===== src/inc/ds3_rx_sync_cfg.svh =====
// Offsets, field positions, reset values and counts of the DS3 receive sync block.
// Assumes a 32-bit Avalon-MM slave with byte addresses; each register takes one word.
`ifndef DS3_RX_SYNC_CFG_SVH
`define DS3_RX_SYNC_CFG_SVH

// ********************************************************************
// Register indices; the byte address is four times the index.
// ********************************************************************
`define ADDR_W          14
`define IDX_CFG         12'h310
`define IDX_FAR_STATUS  12'h311
`define IDX_INT_ENABLE  12'h312
`define IDX_INT_STATUS  12'h313

// ********************************************************************
// Field positions.
// ********************************************************************
`define CFG_PSEL        2
`define CFG_FSEL        1
`define CFG_MSEL        0
`define CFG_AIS         7
`define CFG_LOS         6
`define CFG_IDLE        5
`define CFG_OOF         4
`define FAR_FERF        4
`define FAR_AIC         3
`define EV_CP           7
`define EV_LOS          6
`define EV_AIS          5
`define EV_IDLE         4
`define EV_FERF         3
`define EV_AIC          2
`define EV_OOF          1
`define EV_PERR         0

// ********************************************************************
// Reset values and counts.
// ********************************************************************
`define CFG_RW_RESET    3'h2
`define EN_RESET        8'h00
`define FEBE_RESET      3'h0
`define AIC_ZERO_RUN    6'h02
`define AIC_ONE_RUN     6'h3F
`define F_WIN           15
`define F_THR_LOOSE     4'h6
`define F_THR_STRICT    4'h3
`define M_WIN           4
`define M_THR           3'h3

`endif


===== src/inc/ds3_rx_sync_pkg.sv =====
// Types shared by the DS3 receive sync block and its out-of-frame monitor.
// Assumes the constants header is included by the files that need numbers.
package ds3_rx_sync_pkg;

    // ********************************************************************
    // Synchronizer states, one-hot.
    // ********************************************************************
    typedef enum logic [3:0] {
        SEARCH_F = 4'h1,
        SEARCH_M = 4'h2,
        CHECK_P  = 4'h4,
        IN_FRAME = 4'h8
    } sync_state_e;

    typedef logic [7:0] byte_t;

endpackage


===== src/inc/oof_if.sv =====
// Interface between the sync controller and its out-of-frame monitor.
// Assumes both ends run on the same clock.
`timescale 1ns/1ns
interface oof_if;
    logic fValid;
    logic fError;
    logic mValid;
    logic mError;
    logic fStrict;
    logic mEnable;
    logic clearWin;
    logic oofDetect;

    modport ctrl (output fValid, fError, mValid, mError, fStrict, mEnable, clearWin,
                  input oofDetect);
    modport mon  (input fValid, fError, mValid, mError, fStrict, mEnable, clearWin,
                  output oofDetect);
endinterface


===== src/ds3_rx_frame_sync_alarms.sv =====
// DS3 receive frame sync control, alarm status and event latching for one channel.
// Assumes framer strobes arrive on clk; registers are reached over Avalon-MM.
//
// Added by the designer: the Avalon-MM register port.
`timescale 1ns/1ns
`include "ds3_rx_sync_cfg.svh"

module ds3_rx_frame_sync_alarms
    import ds3_rx_sync_pkg::*;
(
    input  wire logic               clk,
    input  wire logic               resetn,
    input  wire logic [`ADDR_W-1:0] address,
    input  wire logic               read,
    input  wire logic               write,
    input  wire logic [31:0]        writedata,
    input  wire logic [3:0]         byteenable,
    output logic      [31:0]        readdata,
    output logic                    waitrequest,
    output logic                    irq,
    output logic                    outOfFrame,
    input  wire logic               e3Mode,
    input  wire logic               syncBypass,
    input  wire logic               cbitParity,
    input  wire logic               fAligned,
    input  wire logic               mAligned,
    input  wire logic               fBitValid,
    input  wire logic               fBitError,
    input  wire logic               frameValid,
    input  wire logic               mBitError,
    input  wire logic               pBitError,
    input  wire logic               cpBitError,
    input  wire logic               appIdBit,
    input  wire logic [2:0]         febeCode,
    input  wire logic               lossOfSignal,
    input  wire logic               alarmIndication,
    input  wire logic               idleDetect,
    input  wire logic               farEndFailure
);

    sync_state_e state_reg;
    logic [2:0]  cfg_reg;
    byte_t       intEnable_reg;
    byte_t       intStatus_reg;
    byte_t       intStatus_next;
    byte_t       eventVec;
    logic [2:0]  febe_reg;
    logic        appId_reg;
    logic        appIdOld_reg;
    logic [5:0]  zeroRun_reg;
    logic [5:0]  oneRun_reg;
    logic        los_reg;
    logic        ais_reg;
    logic        idle_reg;
    logic        ferf_reg;
    logic        oof_reg;
    logic        pChkEff;
    logic        busReq;
    logic        accept;
    logic        statusRead;
    oof_if       oofBus();

    oof_monitor u_oof_monitor (
        .clk    (clk),
        .resetn (resetn),
        .ifc    (oofBus.mon)
    );

    // Matches a word-aligned byte address against a register index.
    function automatic logic hitIdx(input logic [`ADDR_W-1:0] a, input logic [11:0] idx);
        return a == {idx, 2'b00};
    endfunction

    // ********************************************************************
    // Frame acquisition.
    // ********************************************************************
    assign pChkEff = cfg_reg[`CFG_PSEL] && !e3Mode && !syncBypass;

    // The monitor gets the loose F criterion in E3 or bypass, and no M criterion in E3.
    assign oofBus.fValid   = fBitValid;
    assign oofBus.fError   = fBitError;
    assign oofBus.mValid   = frameValid;
    assign oofBus.mError   = mBitError;
    assign oofBus.fStrict  = cfg_reg[`CFG_FSEL] && !e3Mode && !syncBypass;
    assign oofBus.mEnable  = cfg_reg[`CFG_MSEL] && !e3Mode;
    assign oofBus.clearWin = state_reg != IN_FRAME;

    // A failed P-bit check sends the search back to the start.
    always_ff @(posedge clk)
    begin
        if (!resetn)
            state_reg <= SEARCH_F;
        else
            case (state_reg)
                SEARCH_F: if (fAligned) state_reg <= SEARCH_M;
                SEARCH_M: if (mAligned) state_reg <= pChkEff ? CHECK_P : IN_FRAME;
                CHECK_P:  if (frameValid) state_reg <= pBitError ? SEARCH_F : IN_FRAME;
                IN_FRAME: if (oofBus.oofDetect) state_reg <= SEARCH_F;
                default:  state_reg <= SEARCH_F;
            endcase
    end

    // Out-of-frame follows the state one cycle later.
    always_ff @(posedge clk)
    begin
        if (!resetn)
            outOfFrame <= 1'b1;
        else
            outOfFrame <= state_reg != IN_FRAME;
    end

    // ********************************************************************
    // Far-end and application-ID tracking.
    // ********************************************************************
    // The code is only refreshed when it means something.
    always_ff @(posedge clk)
    begin
        if (!resetn)
            febe_reg <= `FEBE_RESET;
        else if (frameValid && cbitParity && !e3Mode && !syncBypass)
            febe_reg <= febeCode;
    end

    // Run counters saturate so a long run cannot wrap into a false change.
    always_ff @(posedge clk)
    begin
        if (!resetn)
        begin
            zeroRun_reg <= 6'h00;
            oneRun_reg  <= 6'h00;
            appId_reg   <= 1'b0;
        end
        else if (frameValid && !e3Mode)
        begin
            zeroRun_reg <= appIdBit ? 6'h00 : zeroRun_reg + {5'h00, zeroRun_reg != `AIC_ONE_RUN};
            oneRun_reg  <= appIdBit ? oneRun_reg + {5'h00, oneRun_reg != `AIC_ONE_RUN} : 6'h00;
            if (!appIdBit && zeroRun_reg == `AIC_ZERO_RUN - 6'h01)
                appId_reg <= 1'b0;
            else if (appIdBit && oneRun_reg == `AIC_ONE_RUN - 6'h01)
                appId_reg <= 1'b1;
        end
    end

    // ********************************************************************
    // Event detection.
    // ********************************************************************
    // Delayed copies of the alarm levels give edge detection both ways.
    always_ff @(posedge clk)
    begin
        if (!resetn)
        begin
            los_reg  <= 1'b0;
            ais_reg  <= 1'b0;
            idle_reg <= 1'b0;
            ferf_reg <= 1'b0;
            oof_reg  <= 1'b1;
            appIdOld_reg <= 1'b0;
        end
        else
        begin
            los_reg  <= lossOfSignal;
            ais_reg  <= alarmIndication;
            idle_reg <= idleDetect;
            ferf_reg <= farEndFailure;
            oof_reg  <= outOfFrame;
            appIdOld_reg <= appId_reg;
        end
    end

    // Events of the bypassed synchronizer are dropped at the source.
    always_comb
    begin
        eventVec = 8'h00;
        eventVec[`EV_CP]   = cpBitError && frameValid && cbitParity && !e3Mode;
        eventVec[`EV_LOS]  = lossOfSignal != los_reg;
        eventVec[`EV_AIS]  = (alarmIndication != ais_reg) && !syncBypass;
        eventVec[`EV_IDLE] = (idleDetect != idle_reg) && !syncBypass;
        eventVec[`EV_FERF] = (farEndFailure != ferf_reg) && !syncBypass;
        eventVec[`EV_AIC]  = (appId_reg != appIdOld_reg) && !syncBypass;
        eventVec[`EV_OOF]  = (outOfFrame != oof_reg) && !syncBypass;
        eventVec[`EV_PERR] = pBitError && frameValid && !syncBypass;
    end

    // ********************************************************************
    // Avalon-MM slave.
    // ********************************************************************
    // Every access waits one cycle, which keeps read data registered.
    assign busReq     = read || write;
    assign accept     = busReq && !waitrequest;
    assign statusRead = accept && read && hitIdx(address, `IDX_INT_STATUS);

    always_ff @(posedge clk)
    begin
        if (!resetn || accept)
            waitrequest <= 1'b1;
        else if (busReq)
            waitrequest <= 1'b0;
    end

    // Read data is sampled while the answer stands; unmapped words read zero.
    always_ff @(posedge clk)
    begin
        if (!resetn)
            readdata <= 32'h0000_0000;
        else if (read && waitrequest)
        begin
            readdata <= 32'h0000_0000;
            if (hitIdx(address, `IDX_CFG))
                readdata[7:0] <= {alarmIndication, lossOfSignal, idleDetect, outOfFrame,
                                  1'b0, cfg_reg};
            else if (hitIdx(address, `IDX_FAR_STATUS))
                readdata[7:0] <= {3'h0, farEndFailure, appId_reg, febe_reg};
            else if (hitIdx(address, `IDX_INT_ENABLE))
                readdata[7:0] <= intEnable_reg;
            else if (hitIdx(address, `IDX_INT_STATUS))
                readdata[7:0] <= intStatus_next;
        end
    end

    // Configuration and enables take byte lane 0 only.
    always_ff @(posedge clk)
    begin
        if (!resetn)
        begin
            cfg_reg       <= `CFG_RW_RESET;
            intEnable_reg <= `EN_RESET;
        end
        else if (accept && write && byteenable[0])
        begin
            if (hitIdx(address, `IDX_CFG))
                cfg_reg <= writedata[2:0];
            if (hitIdx(address, `IDX_INT_ENABLE))
                intEnable_reg <= writedata[7:0];
        end
    end

    // ********************************************************************
    // Sticky status and request.
    // ********************************************************************
    // The read clears what was returned; an event in that cycle still sets.
    always_comb
    begin
        intStatus_next = statusRead ? 8'h00 : intStatus_reg;
        intStatus_next = intStatus_next | (eventVec & intEnable_reg);
    end

    // Status bits hold until a read of the status register clears them.
    always_ff @(posedge clk)
    begin
        if (!resetn)
            intStatus_reg <= 8'h00;
        else
            intStatus_reg <= intStatus_next;
    end

    // The request looks at the next status so it rises with the bit it reports.
    always_ff @(posedge clk)
    begin
        if (!resetn)
            irq <= 1'b0;
        else
            irq <= |(intStatus_next & intEnable_reg);
    end
endmodule


===== src/oof_monitor.sv =====
// Sliding windows over F-bit and M-bit errors that flag loss of framing.
// Assumes error samples arrive as one-cycle strobes on the controller's clock.
`timescale 1ns/1ns
`include "ds3_rx_sync_cfg.svh"
module oof_monitor
    import ds3_rx_sync_pkg::*;
(
    input  wire logic clk,
    input  wire logic resetn,
    oof_if.mon        ifc
);

    logic [`F_WIN-1:0] fWin_reg;
    logic [`M_WIN-1:0] mWin_reg;
    logic [3:0]        fCount;
    logic [3:0]        mCount;
    logic [3:0]        fThr;

    // Counts set bits; used for both windows.
    function automatic logic [3:0] popCount(input logic [`F_WIN-1:0] v);
        logic [3:0] c;
        c = 4'h0;
        for (int i = 0; i < `F_WIN; i++)
            c = c + {3'h0, v[i]};
        return c;
    endfunction

    assign fCount = popCount(fWin_reg);
    assign mCount = popCount({{(`F_WIN-`M_WIN){1'b0}}, mWin_reg});
    assign fThr   = ifc.fStrict ? `F_THR_STRICT : `F_THR_LOOSE;

    // ********************************************************************
    // Error windows.
    // ********************************************************************
    // Windows restart on each new search so stale errors cannot trip a fresh lock.
    always_ff @(posedge clk)
    begin
        if (!resetn || ifc.clearWin)
            fWin_reg <= '0;
        else if (ifc.fValid)
            fWin_reg <= {fWin_reg[`F_WIN-2:0], ifc.fError};
    end

    // The M window holds the last four DS3 frames.
    always_ff @(posedge clk)
    begin
        if (!resetn || ifc.clearWin)
            mWin_reg <= '0;
        else if (ifc.mValid)
            mWin_reg <= {mWin_reg[`M_WIN-2:0], ifc.mError};
    end

    // M-bit errors only count when enabled.
    always_ff @(posedge clk)
    begin
        if (!resetn || ifc.clearWin)
            ifc.oofDetect <= 1'b0;
        else
            ifc.oofDetect <= (fCount >= fThr) || (ifc.mEnable && mCount >= {1'b0, `M_THR});
    end
endmodule


===== config.mk =====
export PLATFORM = sky130hd
export DESIGN_NAME = ds3_rx_frame_sync_alarms
export DESIGN_NICKNAME = d
export VERILOG_FILES = /design/src/inc/ds3_rx_sync_pkg.sv /design/src/inc/oof_if.sv /design/src/ds3_rx_frame_sync_alarms.sv /design/src/oof_monitor.sv
export VERILOG_INCLUDE_DIRS = /design/src /design/src/inc
export SDC_FILE = /design/constraint.sdc
export NUM_CORES = 1
export LEC_CHECK = 0
export BUFFER_PORTS_ARGS = -buffer_cell sky130_fd_sc_hd__buf_4
export CAP_MARGIN = 20
export CORE_MARGIN = 5
export CORE_UTILIZATION = 25
export DETAILED_ROUTE_END_ITERATION = 7
export HOLD_SLACK_MARGIN = 0.08
export PLACE_DENSITY = 0.49
export REMOVE_ABC_BUFFERS = 1
export SYNTH_ARGS = -nofsm -noshare
export SYNTH_HDL_FRONTEND = slang
export SYNTH_HIERARCHICAL = 1
export SYNTH_SLANG_ARGS = --single-unit

===== constraint.sdc =====
create_clock -name clk -period 9 [get_ports clk]
set_input_delay 1.35 -clock clk [delete_from_list [all_inputs] [get_ports clk]]
set_output_delay 1.35 -clock clk [all_outputs]
set_load 0.005 [all_outputs]

* Word level (Yosys, flattened, before mapping)
Cells that the tools add are included.
Storage, ports and cells: bits of input ports 73, output and inout bits 35, flip-flop bits (word level) 76
Operators by class: bitwise gates (word level) 3, reduce and logical (&&, ||, !) cells 43, $add $sub $neg 19, eq/ne operators 23, order comparisons 2, mux-type cells 17
Operators by type and width (count):
- 4-bit by 1-bit adder with 4-bit output | 15
- 14-bit by 12-bit equality test with 1-bit output, second input constant | 4
- 8-bit two-way mux | 5
- 1-bit logical AND | 28
- 4-bit two-way mux | 6
- 8-bit bitwise AND | 2
- 4-bit case mux with 4 select lines | 1
- 6-bit by 1-bit adder with 6-bit output | 2
- 6-bit two-way mux | 2
- 6-bit inequality test, second input constant | 2
- 8-bit bitwise OR | 1
- 8-bit OR reduction | 1
- 6-bit by 1-bit equality test with 1-bit output, second input constant | 1
- 6-bit equality test, second input constant | 1
- 1-bit inequality test | 6
- 2-bit inequality test, second input constant | 3
- 2-bit AND reduction | 3
- 1-bit logical NOT | 5
- 1-bit by 1-bit adder with 2-bit output | 2
- 4-bit by 1-bit equality test with 1-bit output, second input constant | 1
- 4-bit by 2-bit equality test with 1-bit output, second input constant | 1
- 4-bit by 3-bit equality test with 1-bit output, second input constant | 1
- 4-bit equality test, second input constant | 1
- 4-bit by 2-bit >= comparator with 1-bit output, second input constant | 1
- other kinds (8) | 12

* Longest topological paths before layout
Gate-level depths: netlist of run 1.
depth in word-level cells 16, depth in mapped cells 13, mapped depth without buffers 13

* Hierarchy
Netlist of run 1, hierarchy kept.
Modules (own cells, without submodules):
- ds3_rx_frame_sync_alarms | times used 1, cells an instance 340, area each 2981.6 um^2
- oof_monitor | times used 1, cells an instance 110, area each 1141.1 um^2

* Least setup slack after synthesis of run 1
No wires, ideal clock.
kind flip-flop to flip-flop, from register u_oof_monitor.fWin_reg[0], to register u_oof_monitor.ifc.oofDetect, path slack 5.089 ns, stages on the path, launching flop included 14, arrival 3.781 ns, clock period less this slack 3.911 ns, path through dfxtp_1 -> inv_1 -> fa_1 -> fa_1 -> fa_1 -> fa_1 -> inv_1 -> fa_1 -> inv_1 -> fa_1 -> xnor2_1 -> ha_1 -> a311oi_1 -> a31oi_1
On the way: cells in the longest elaborated chain, start to end 16
Ends and longest elaborated chain:
- from (decl) | line oof_monitor.sv:13 | logic [`F_WIN-1:0] fWin_reg;
- from (signal assigned) | line oof_monitor.sv:41 | fWin_reg <= {fWin_reg[`F_WIN-2:0], ifc.fError};
- 1-bit by 1-bit adder with 2-bit output | line oof_monitor.sv:24 | c = c + {3'h0, v[i]};
- 4-bit by 1-bit adder with 4-bit output (13 in series) | line oof_monitor.sv:24
- 4-bit >= comparator | line oof_monitor.sv:59 | ifc.oofDetect <= (fCount >= fThr) || (ifc.mEnable && mCount >= {1'b0, `M_THR});
- 1-bit logical OR | line oof_monitor.sv:59
- to (signal assigned) | line oof_monitor.sv:59
- to (decl) | line oof_if.sv:17 | output oofDetect);
No other way between the ends. A chain may end at the register's enable or synchronous reset.

* Worst setup path in the final report of run 1
Same ends and word-level chain as after synthesis.

==> results of run 1 <==
worst max-delay path, stage by stage (launching register included):
cell      delay [ns]
dfxtp_1         0.35
inv_1           0.07
fa_1            0.50
fa_1            0.52
fa_1            0.52
fa_1            0.55
inv_1           0.06
fa_1            0.44
inv_1           0.09
fa_1            0.18
xnor2_1         0.12
ha_1            0.24
a311oi_1        0.21
a31oi_1         0.10
cells in the final DEF (no fill, tap or decap), types with 4 or more instances in the layout:
cell / synthesis / layout
conb_1: 1 / 24
nor3b_1: 10 / 10
or3_1: 4 / 4
a21oi_1: 17 / 17
a31oi_1: 5 / 5
a211oi_1: 4 / 4
a22oi_1: 4 / 4
nor2b_1: 5 / 5
ha_1: 10 / 10
dfxtp_1: 76 / 76
a221o_1: 5 / 5
nand3_1: 10 / 10
nor2_1: 41 / 41
clkbuf_16: 0 / 9
and2_1: 7 / 7
mux2i_1: 33 / 33
buf_4: 26 / 56
nand2b_1: 8 / 8
fa_1: 11 / 11
inv_1: 26 / 26
nand2_1: 42 / 42
nand4_1: 6 / 6
o22ai_1: 4 / 4
nand3b_1: 10 / 10
o21ai_0: 6 / 6
xor2_1: 10 / 10
nor4_1: 6 / 6
kinds of logic (layout without fill, tap and decap cells):
logic type      Yosys count  after routing
mux                      36             36
simple gates            170            170
compound gates           64             64
flops                    76             76
fa+ha+maj                21             21
buf+inv                  69             98
xor+xnor                 13             13
other cells               1             24
cell usage after synthesis, types with 5 or more instances:
master | number | area share
o21ai_0 | 6 | 0.0073
nand4_1 | 6 | 0.0091
dfxtp_1 | 76 | 0.37
a21oi_1 | 17 | 0.021
nor2b_1 | 5 | 0.0076
fa_1 | 11 | 0.053
nor2_1 | 41 | 0.037
clkbuf_1 | 11 | 0.010
nand2_1 | 42 | 0.038
xor2_1 | 10 | 0.021
inv_1 | 26 | 0.024
a31oi_1 | 5 | 0.0076
nor3b_1 | 10 | 0.018
ha_1 | 10 | 0.030
nor4_1 | 6 | 0.0091
a221o_1 | 5 | 0.012
mux2i_1 | 33 | 0.080
buf_4 | 26 | 0.047
nand2b_1 | 8 | 0.012
nand3b_1 | 10 | 0.018
and2_1 | 7 | 0.011
nand3_1 | 10 | 0.012
power by group through the flow:
stage	sequential, W	clock (W)	combinational [W]
after CTS	0.000349	0.000341	0.0000721
final	0.000349	0.000329	0.0000712
after floorplan	0.000355	0	0.0000354
after detailed placement	0.000357	0	0.0000718
after global placement	0.000356	0	0.0000708
after global routing	0.000350	0.000356	0.0000799
per-stage QoR:
stage / hold WS (ns) / util / instance area, sq um / total power [W] / worst slack, ns
after global placement: 0.4612 / 0.2814 / 4617 / 0.0004273 / 4.922
final: 0.4755 / 0.2978 / 4886 / 0.0007496 / 4.887
after detailed placement: 0.4669 / 0.2814 / 4617 / 0.0004286 / 4.858
after floorplan: 0.4384 / - / 3921 / 0.0003906 / 5.074
after global routing: 0.4968 / 0.2978 / 4886 / 0.0007866 / 4.695
after CTS: 0.4755 / 0.2978 / 4886 / 0.0007626 / 4.828
layer usage:
metal  track usage  vias to the layer above  share of wire
met5             0                        -              0
met4       0.02912                        0          0.012
met3       0.03142                       15          0.056
met2        0.1837                       79           0.49
met1        0.1304                     1495           0.45
li1              -                     1616              -
worst min-delay path by stage:
stage | from | to | slack (ns) | cells after the start
floorplan | cfg_reg[2] | cfg_reg[2] | 0.44 | 2
global placement | cfg_reg[2] | cfg_reg[2] | 0.46 | 2
detailed placement | intStatus_reg[1] | intStatus_reg[1] | 0.47 | 2
CTS | intStatus_reg[1] | intStatus_reg[1] | 0.48 | 2
global route | intStatus_reg[4] | intStatus_reg[4] | 0.50 | 2
finish | intStatus_reg[1] | intStatus_reg[1] | 0.48 | 2
area by class of cell:
cell class | instances | area (sq um)
inverter | 26 | 97.59
clock inverter | 6 | 40.04
sequential | 76 | 1521
fill | 1740 | 11520
multi-input combinational | 328 | 2302
timing repair buffer | 56 | 420.4
tap | 220 | 275.3
clock buffer | 10 | 229.0
==> results.cfg, run 1 <==
[detailed_routing]
drtAntennaViolNets = 0
via_count = 3205
wl_per_cell_um = 13.80
drc = 0
drt-total-wl_um = 9960
drt-vias-per-instance = 4.439
dr.pass1.iters = 4
first_iter_violations = 175

[final_layout]
area_growth_pct = 18.51
drive_above_1_share = 0.1633
largest_register_ff_count = 15
num-nets-final = 591
instances_no_fill = 722
diodes = 0

[synth]
synth_top_family_by_area = simple AND/OR/NAND/NOR gates
synthArstFlopShare = 0
synthFlopType = dfxtp_1
yosysSeqAreaShare = 0.3690
synthMuxAreaShare = 0.08832
post_synth_fa_ha_maj_area_fraction = 0.08376
ys_ff_latch = 76
ys_warn_count = 6
synth_xor_area_frac = 0.02762
syn_inst = 450
avgSynthCellArea_sq_um = 9.162
synth_edf_count = 0
synth_cell_types = 57
synth_area_sq_um = 4123
synth_compound_area_frac = 0.1077
synthSimpleGateAreaFrac = 0.2291

[power_and_ir_drop]
p_clk_frac = 0.439
max-vdd-ir-drop_mv = 0.08462
power.density_nw_per_um2 = 153.4
power.internal_w = 0.0005630
netSwitchingFraction = 0.2490
combPwrFrac = 0.095
pwr-share-seq = 0.466
p_sw_w = 0.0001866
p_leak_nw = 1.831

[sta]
hold_viol_final = 0
maxSlewHeadroom = 0.2975
slew_violations = 0
setup_viol = 0
max_freq_mhz = 243.1
skew_ns = 0.005773
worstMarginPinSlew_ns = 1.044
period_share = 0.4570
rsz0062_at_grt = no
finalSetupTns_ns = 0
post-route-min-period_ns = 4.113

[setup_path]
setup.worst_path.end = u_oof_monitor/ifc.oofDetect
r2r_slack_ns = 4.89
crit_fanout = 3
worstReg2RegEnd = u_oof_monitor/ifc.oofDetect
end_kind = flip-flop
worstPathArrival_ns = 4.30
start_kind = flip-flop
cp.required_ns = 9.18
path_class = reg -> reg
r2r_start = u_oof_monitor/fWin_reg[0]
crit_path_start = u_oof_monitor/fWin_reg[0]
reg2regPathDepth = 13

[floorplan]
start_util = 0.2513
core_area_sq_um = 16410
die_h_um = 138.4
dieWidth_um = 138.4
rows = 47
ios = 108
fp.dieArea_sq_um = 19160

[cts]
clk_pin_slew_ns = 0.06
cts_setup_buffers = 0
clk_path_buf_depth = 2
hold_buffers = 0
cts_buffers = 9
clkLatencyLatePin_ns = 0.33
htree_levels = 3
cts_root_buf = clkbuf_16
clock_sinks = 76
cts_resized = 0
tritoncts = yes

[global_routing]
antenna_found_initial = 0
grt_max_degree = 37
grt_overflow_total = 0
grt_pass1_wl_um = 16870
grt_usage = 0.1068
grt_pass1_vias = 3331

[placement]
place_congestion = 0.8202
dp.cells = 706
hpwl_um = 7450
port_buffers = 56

[status]
outcome = completed

[job]
cap_viol_max_count = 0

[worst_hold_path]
worstHoldPathType = reg -> reg
No activity file was read; power rests on OpenSTA's default activity.
==> run 2: changes to the inputs <==
--- a/config.mk
+++ b/config.mk
@@ -12,7 +12,7 @@
 export CORE_UTILIZATION = 25
 export DETAILED_ROUTE_END_ITERATION = 7
 export HOLD_SLACK_MARGIN = 0.08
-export PLACE_DENSITY = 0.49
+export PLACE_DENSITY = 0.5
 export REMOVE_ABC_BUFFERS = 1
 export SYNTH_ARGS = -nofsm -noshare
 export SYNTH_HDL_FRONTEND = slang
==> constraint.sdc (replaced) <==
create_clock -name clk -period 3.6 [get_ports clk]
set_input_delay 0.54 -clock clk [delete_from_list [all_inputs] [get_ports clk]]
set_output_delay 0.54 -clock clk [all_outputs]
set_load 0.005 [all_outputs]
==> run 2 against run 1 <==
  * The flow now finishes with violations (negative setup slack)
  * Global-route usage barely moved
  * Setup slack got worse by 5.2 ns
  * Combinational power rose to 2.5 times the previous value
==> results.cfg, run 2 (synthesis gave the netlist of run 1 again) <==
[worst_hold_path]
worstHoldStart = farEndFailure
worstHoldPathType = in -> reg
hold_end = ferf_reg
whs_path_depth = 2

[final_layout]
final_area_sq_um = 4995
final_common_cell = dfxtp_1
num-nets-final = 597
area_growth_pct = 21.15
diodes = 0
final_cell_mix = 74 x dfxtp_1, 62 x buf_4, 42 x nand2_1
drive_above_1_share = 0.1831
largest_register_ff_count = 15

[power_and_ir_drop]
power.total_w = 0.002030
max-vdd-ir-drop_mv = 0.2757
power.density_nw_per_um2 = 406.5
p_leak_nw = 1.887

[sta]
setup_viol = 1
post-route-min-period_ns = 3.868
max_freq_mhz = 258.5
skew_ns = 0.008381
maxSlewHeadroom = 0.2701
hold_viol_final = 0
finalHoldWorstSlack_ns = 0.4300
rsz0062_at_grt = yes
setup_ws_ns = -0.2680
worstMarginPinSlew_ns = 1.085
slew_violations = 0
period_share = 1.074

[detailed_routing]
drt-vias-per-instance = 4.569
drc = 0
first_iter_violations = 170
drt-total-wl_um = 10190
dr.pass1.iters = 5
via_count = 3326
wl_per_cell_um = 13.99
drtAntennaViolNets = 0

[floorplan]
start_util = 0.2513
ios = 108
dieWidth_um = 138.4
fp.dieArea_sq_um = 19160
rows = 47
die_h_um = 138.4
core_area_sq_um = 16410

[setup_path]
r2r_slack_ns = -0.27
reg2regPathDepth = 12
worstReg2RegEnd = u_oof_monitor/ifc.oofDetect
crit_fanout = 2
start_kind = flip-flop
cp.required_ns = 3.79
r2r_start = u_oof_monitor/fWin_reg[3]
worstPathArrival_ns = 4.05
end_kind = flip-flop
path_class = reg -> reg

[cts]
clk_path_buf_depth = 2
cts_root_buf = clkbuf_16
tritoncts = yes
clk_pin_slew_ns = 0.06
htree_levels = 3
clkLatencyLatePin_ns = 0.34
clock_sinks = 76
cts_buffers = 9

[job]
cap_viol_max_count = 0

[placement]
hpwl_um = 7523
place_congestion = 0.8316
dpl_worst_slack_ns = -0.5056
place_area_sq_um = 4662
port_buffers = 56

[global_routing]
grt_max_degree = 37
grt_overflow_total = 0
grt_pass1_wl_um = 16760
grt_usage = 0.1071
antenna_found_initial = 0
grt_pass1_vias = 3317

[status]
outcome = finished, violations left
violations = negative setup slack
## run 2: worst max-delay path, cell delays in order, from the launching register on
cell and delay [ns]:
dfxtp_2 0.32, inv_1 0.05, fa_1 0.50, fa_1 0.54, fa_1 0.43, fa_1 0.49, inv_1 0.05, fa_2 0.52
inv_1 0.04, ha_1 0.26, nand2b_1 0.15, a311oi_2 0.27, a31oi_1 0.11
## run 2: layout make-up
class                           count  area [sq um]
Timing Repair Buffer               62         465.4
Inverter                           26         97.59
Fill cell                        1741         11410
Tap cell                          220         275.3
Multi-Input combinational cell    328          2313
Clock inverter                      3         68.82
Sequential cell                    76          1524
Clock buffer                       13         250.2
## run 2: timing repair
action                     in CTS  in global routing
gates resized for setup         6                  1
gates cloned                    0                  0
setup buffers                   0                  0
pin swaps                       9                  3
setup endpoints to repair       1                  1
hold buffers                    0                  0
## run 2: how the worst max path moves through the flow
stage	depth (start not counted)	slack [ns]	start	end
finish	12	-0.27	u_oof_monitor/fWin_reg[3]	u_oof_monitor/ifc.oofDetect
global route	13	-0.46	u_oof_monitor/fWin_reg[3]	u_oof_monitor/ifc.oofDetect
CTS	13	-0.33	u_oof_monitor/fWin_reg[9]	u_oof_monitor/ifc.oofDetect
detailed placement	13	-0.51	u_oof_monitor/fWin_reg[5]	u_oof_monitor/ifc.oofDetect
global placement	13	-0.41	u_oof_monitor/fWin_reg[0]	u_oof_monitor/ifc.oofDetect
floorplan	13	-0.33	u_oof_monitor/fWin_reg[0]	u_oof_monitor/ifc.oofDetect
## run 2: stage by stage
step	TNS [ns]	utilization	instances
2_1_floorplan	-0.3260	-	430
3_3_place_gp	-0.4121	0.2841	712
3_5_place_dp	-0.5056	0.2841	712
4_1_cts	-0.3263	0.3040	728
5_1_grt	-0.4587	0.3044	728
6_report	-0.2680	0.3044	728
## run 2: report_power, final
part           switching (W)  internal [W]  total, W
clock               0.000348      0.000629  0.000977
combinational      0.0000942     0.0000855  0.000180
sequential         0.0000176      0.000856  0.000873
total               0.000460       0.00157   0.00203
## run 2: metal layers
metal  track usage  up-vias  part of all wire
li1              -     1634                 -
met1        0.1286     1577              0.44
met2        0.1804      103              0.48
met3       0.03798       12             0.059
met4       0.03224        0             0.014
met5             0        -                 0
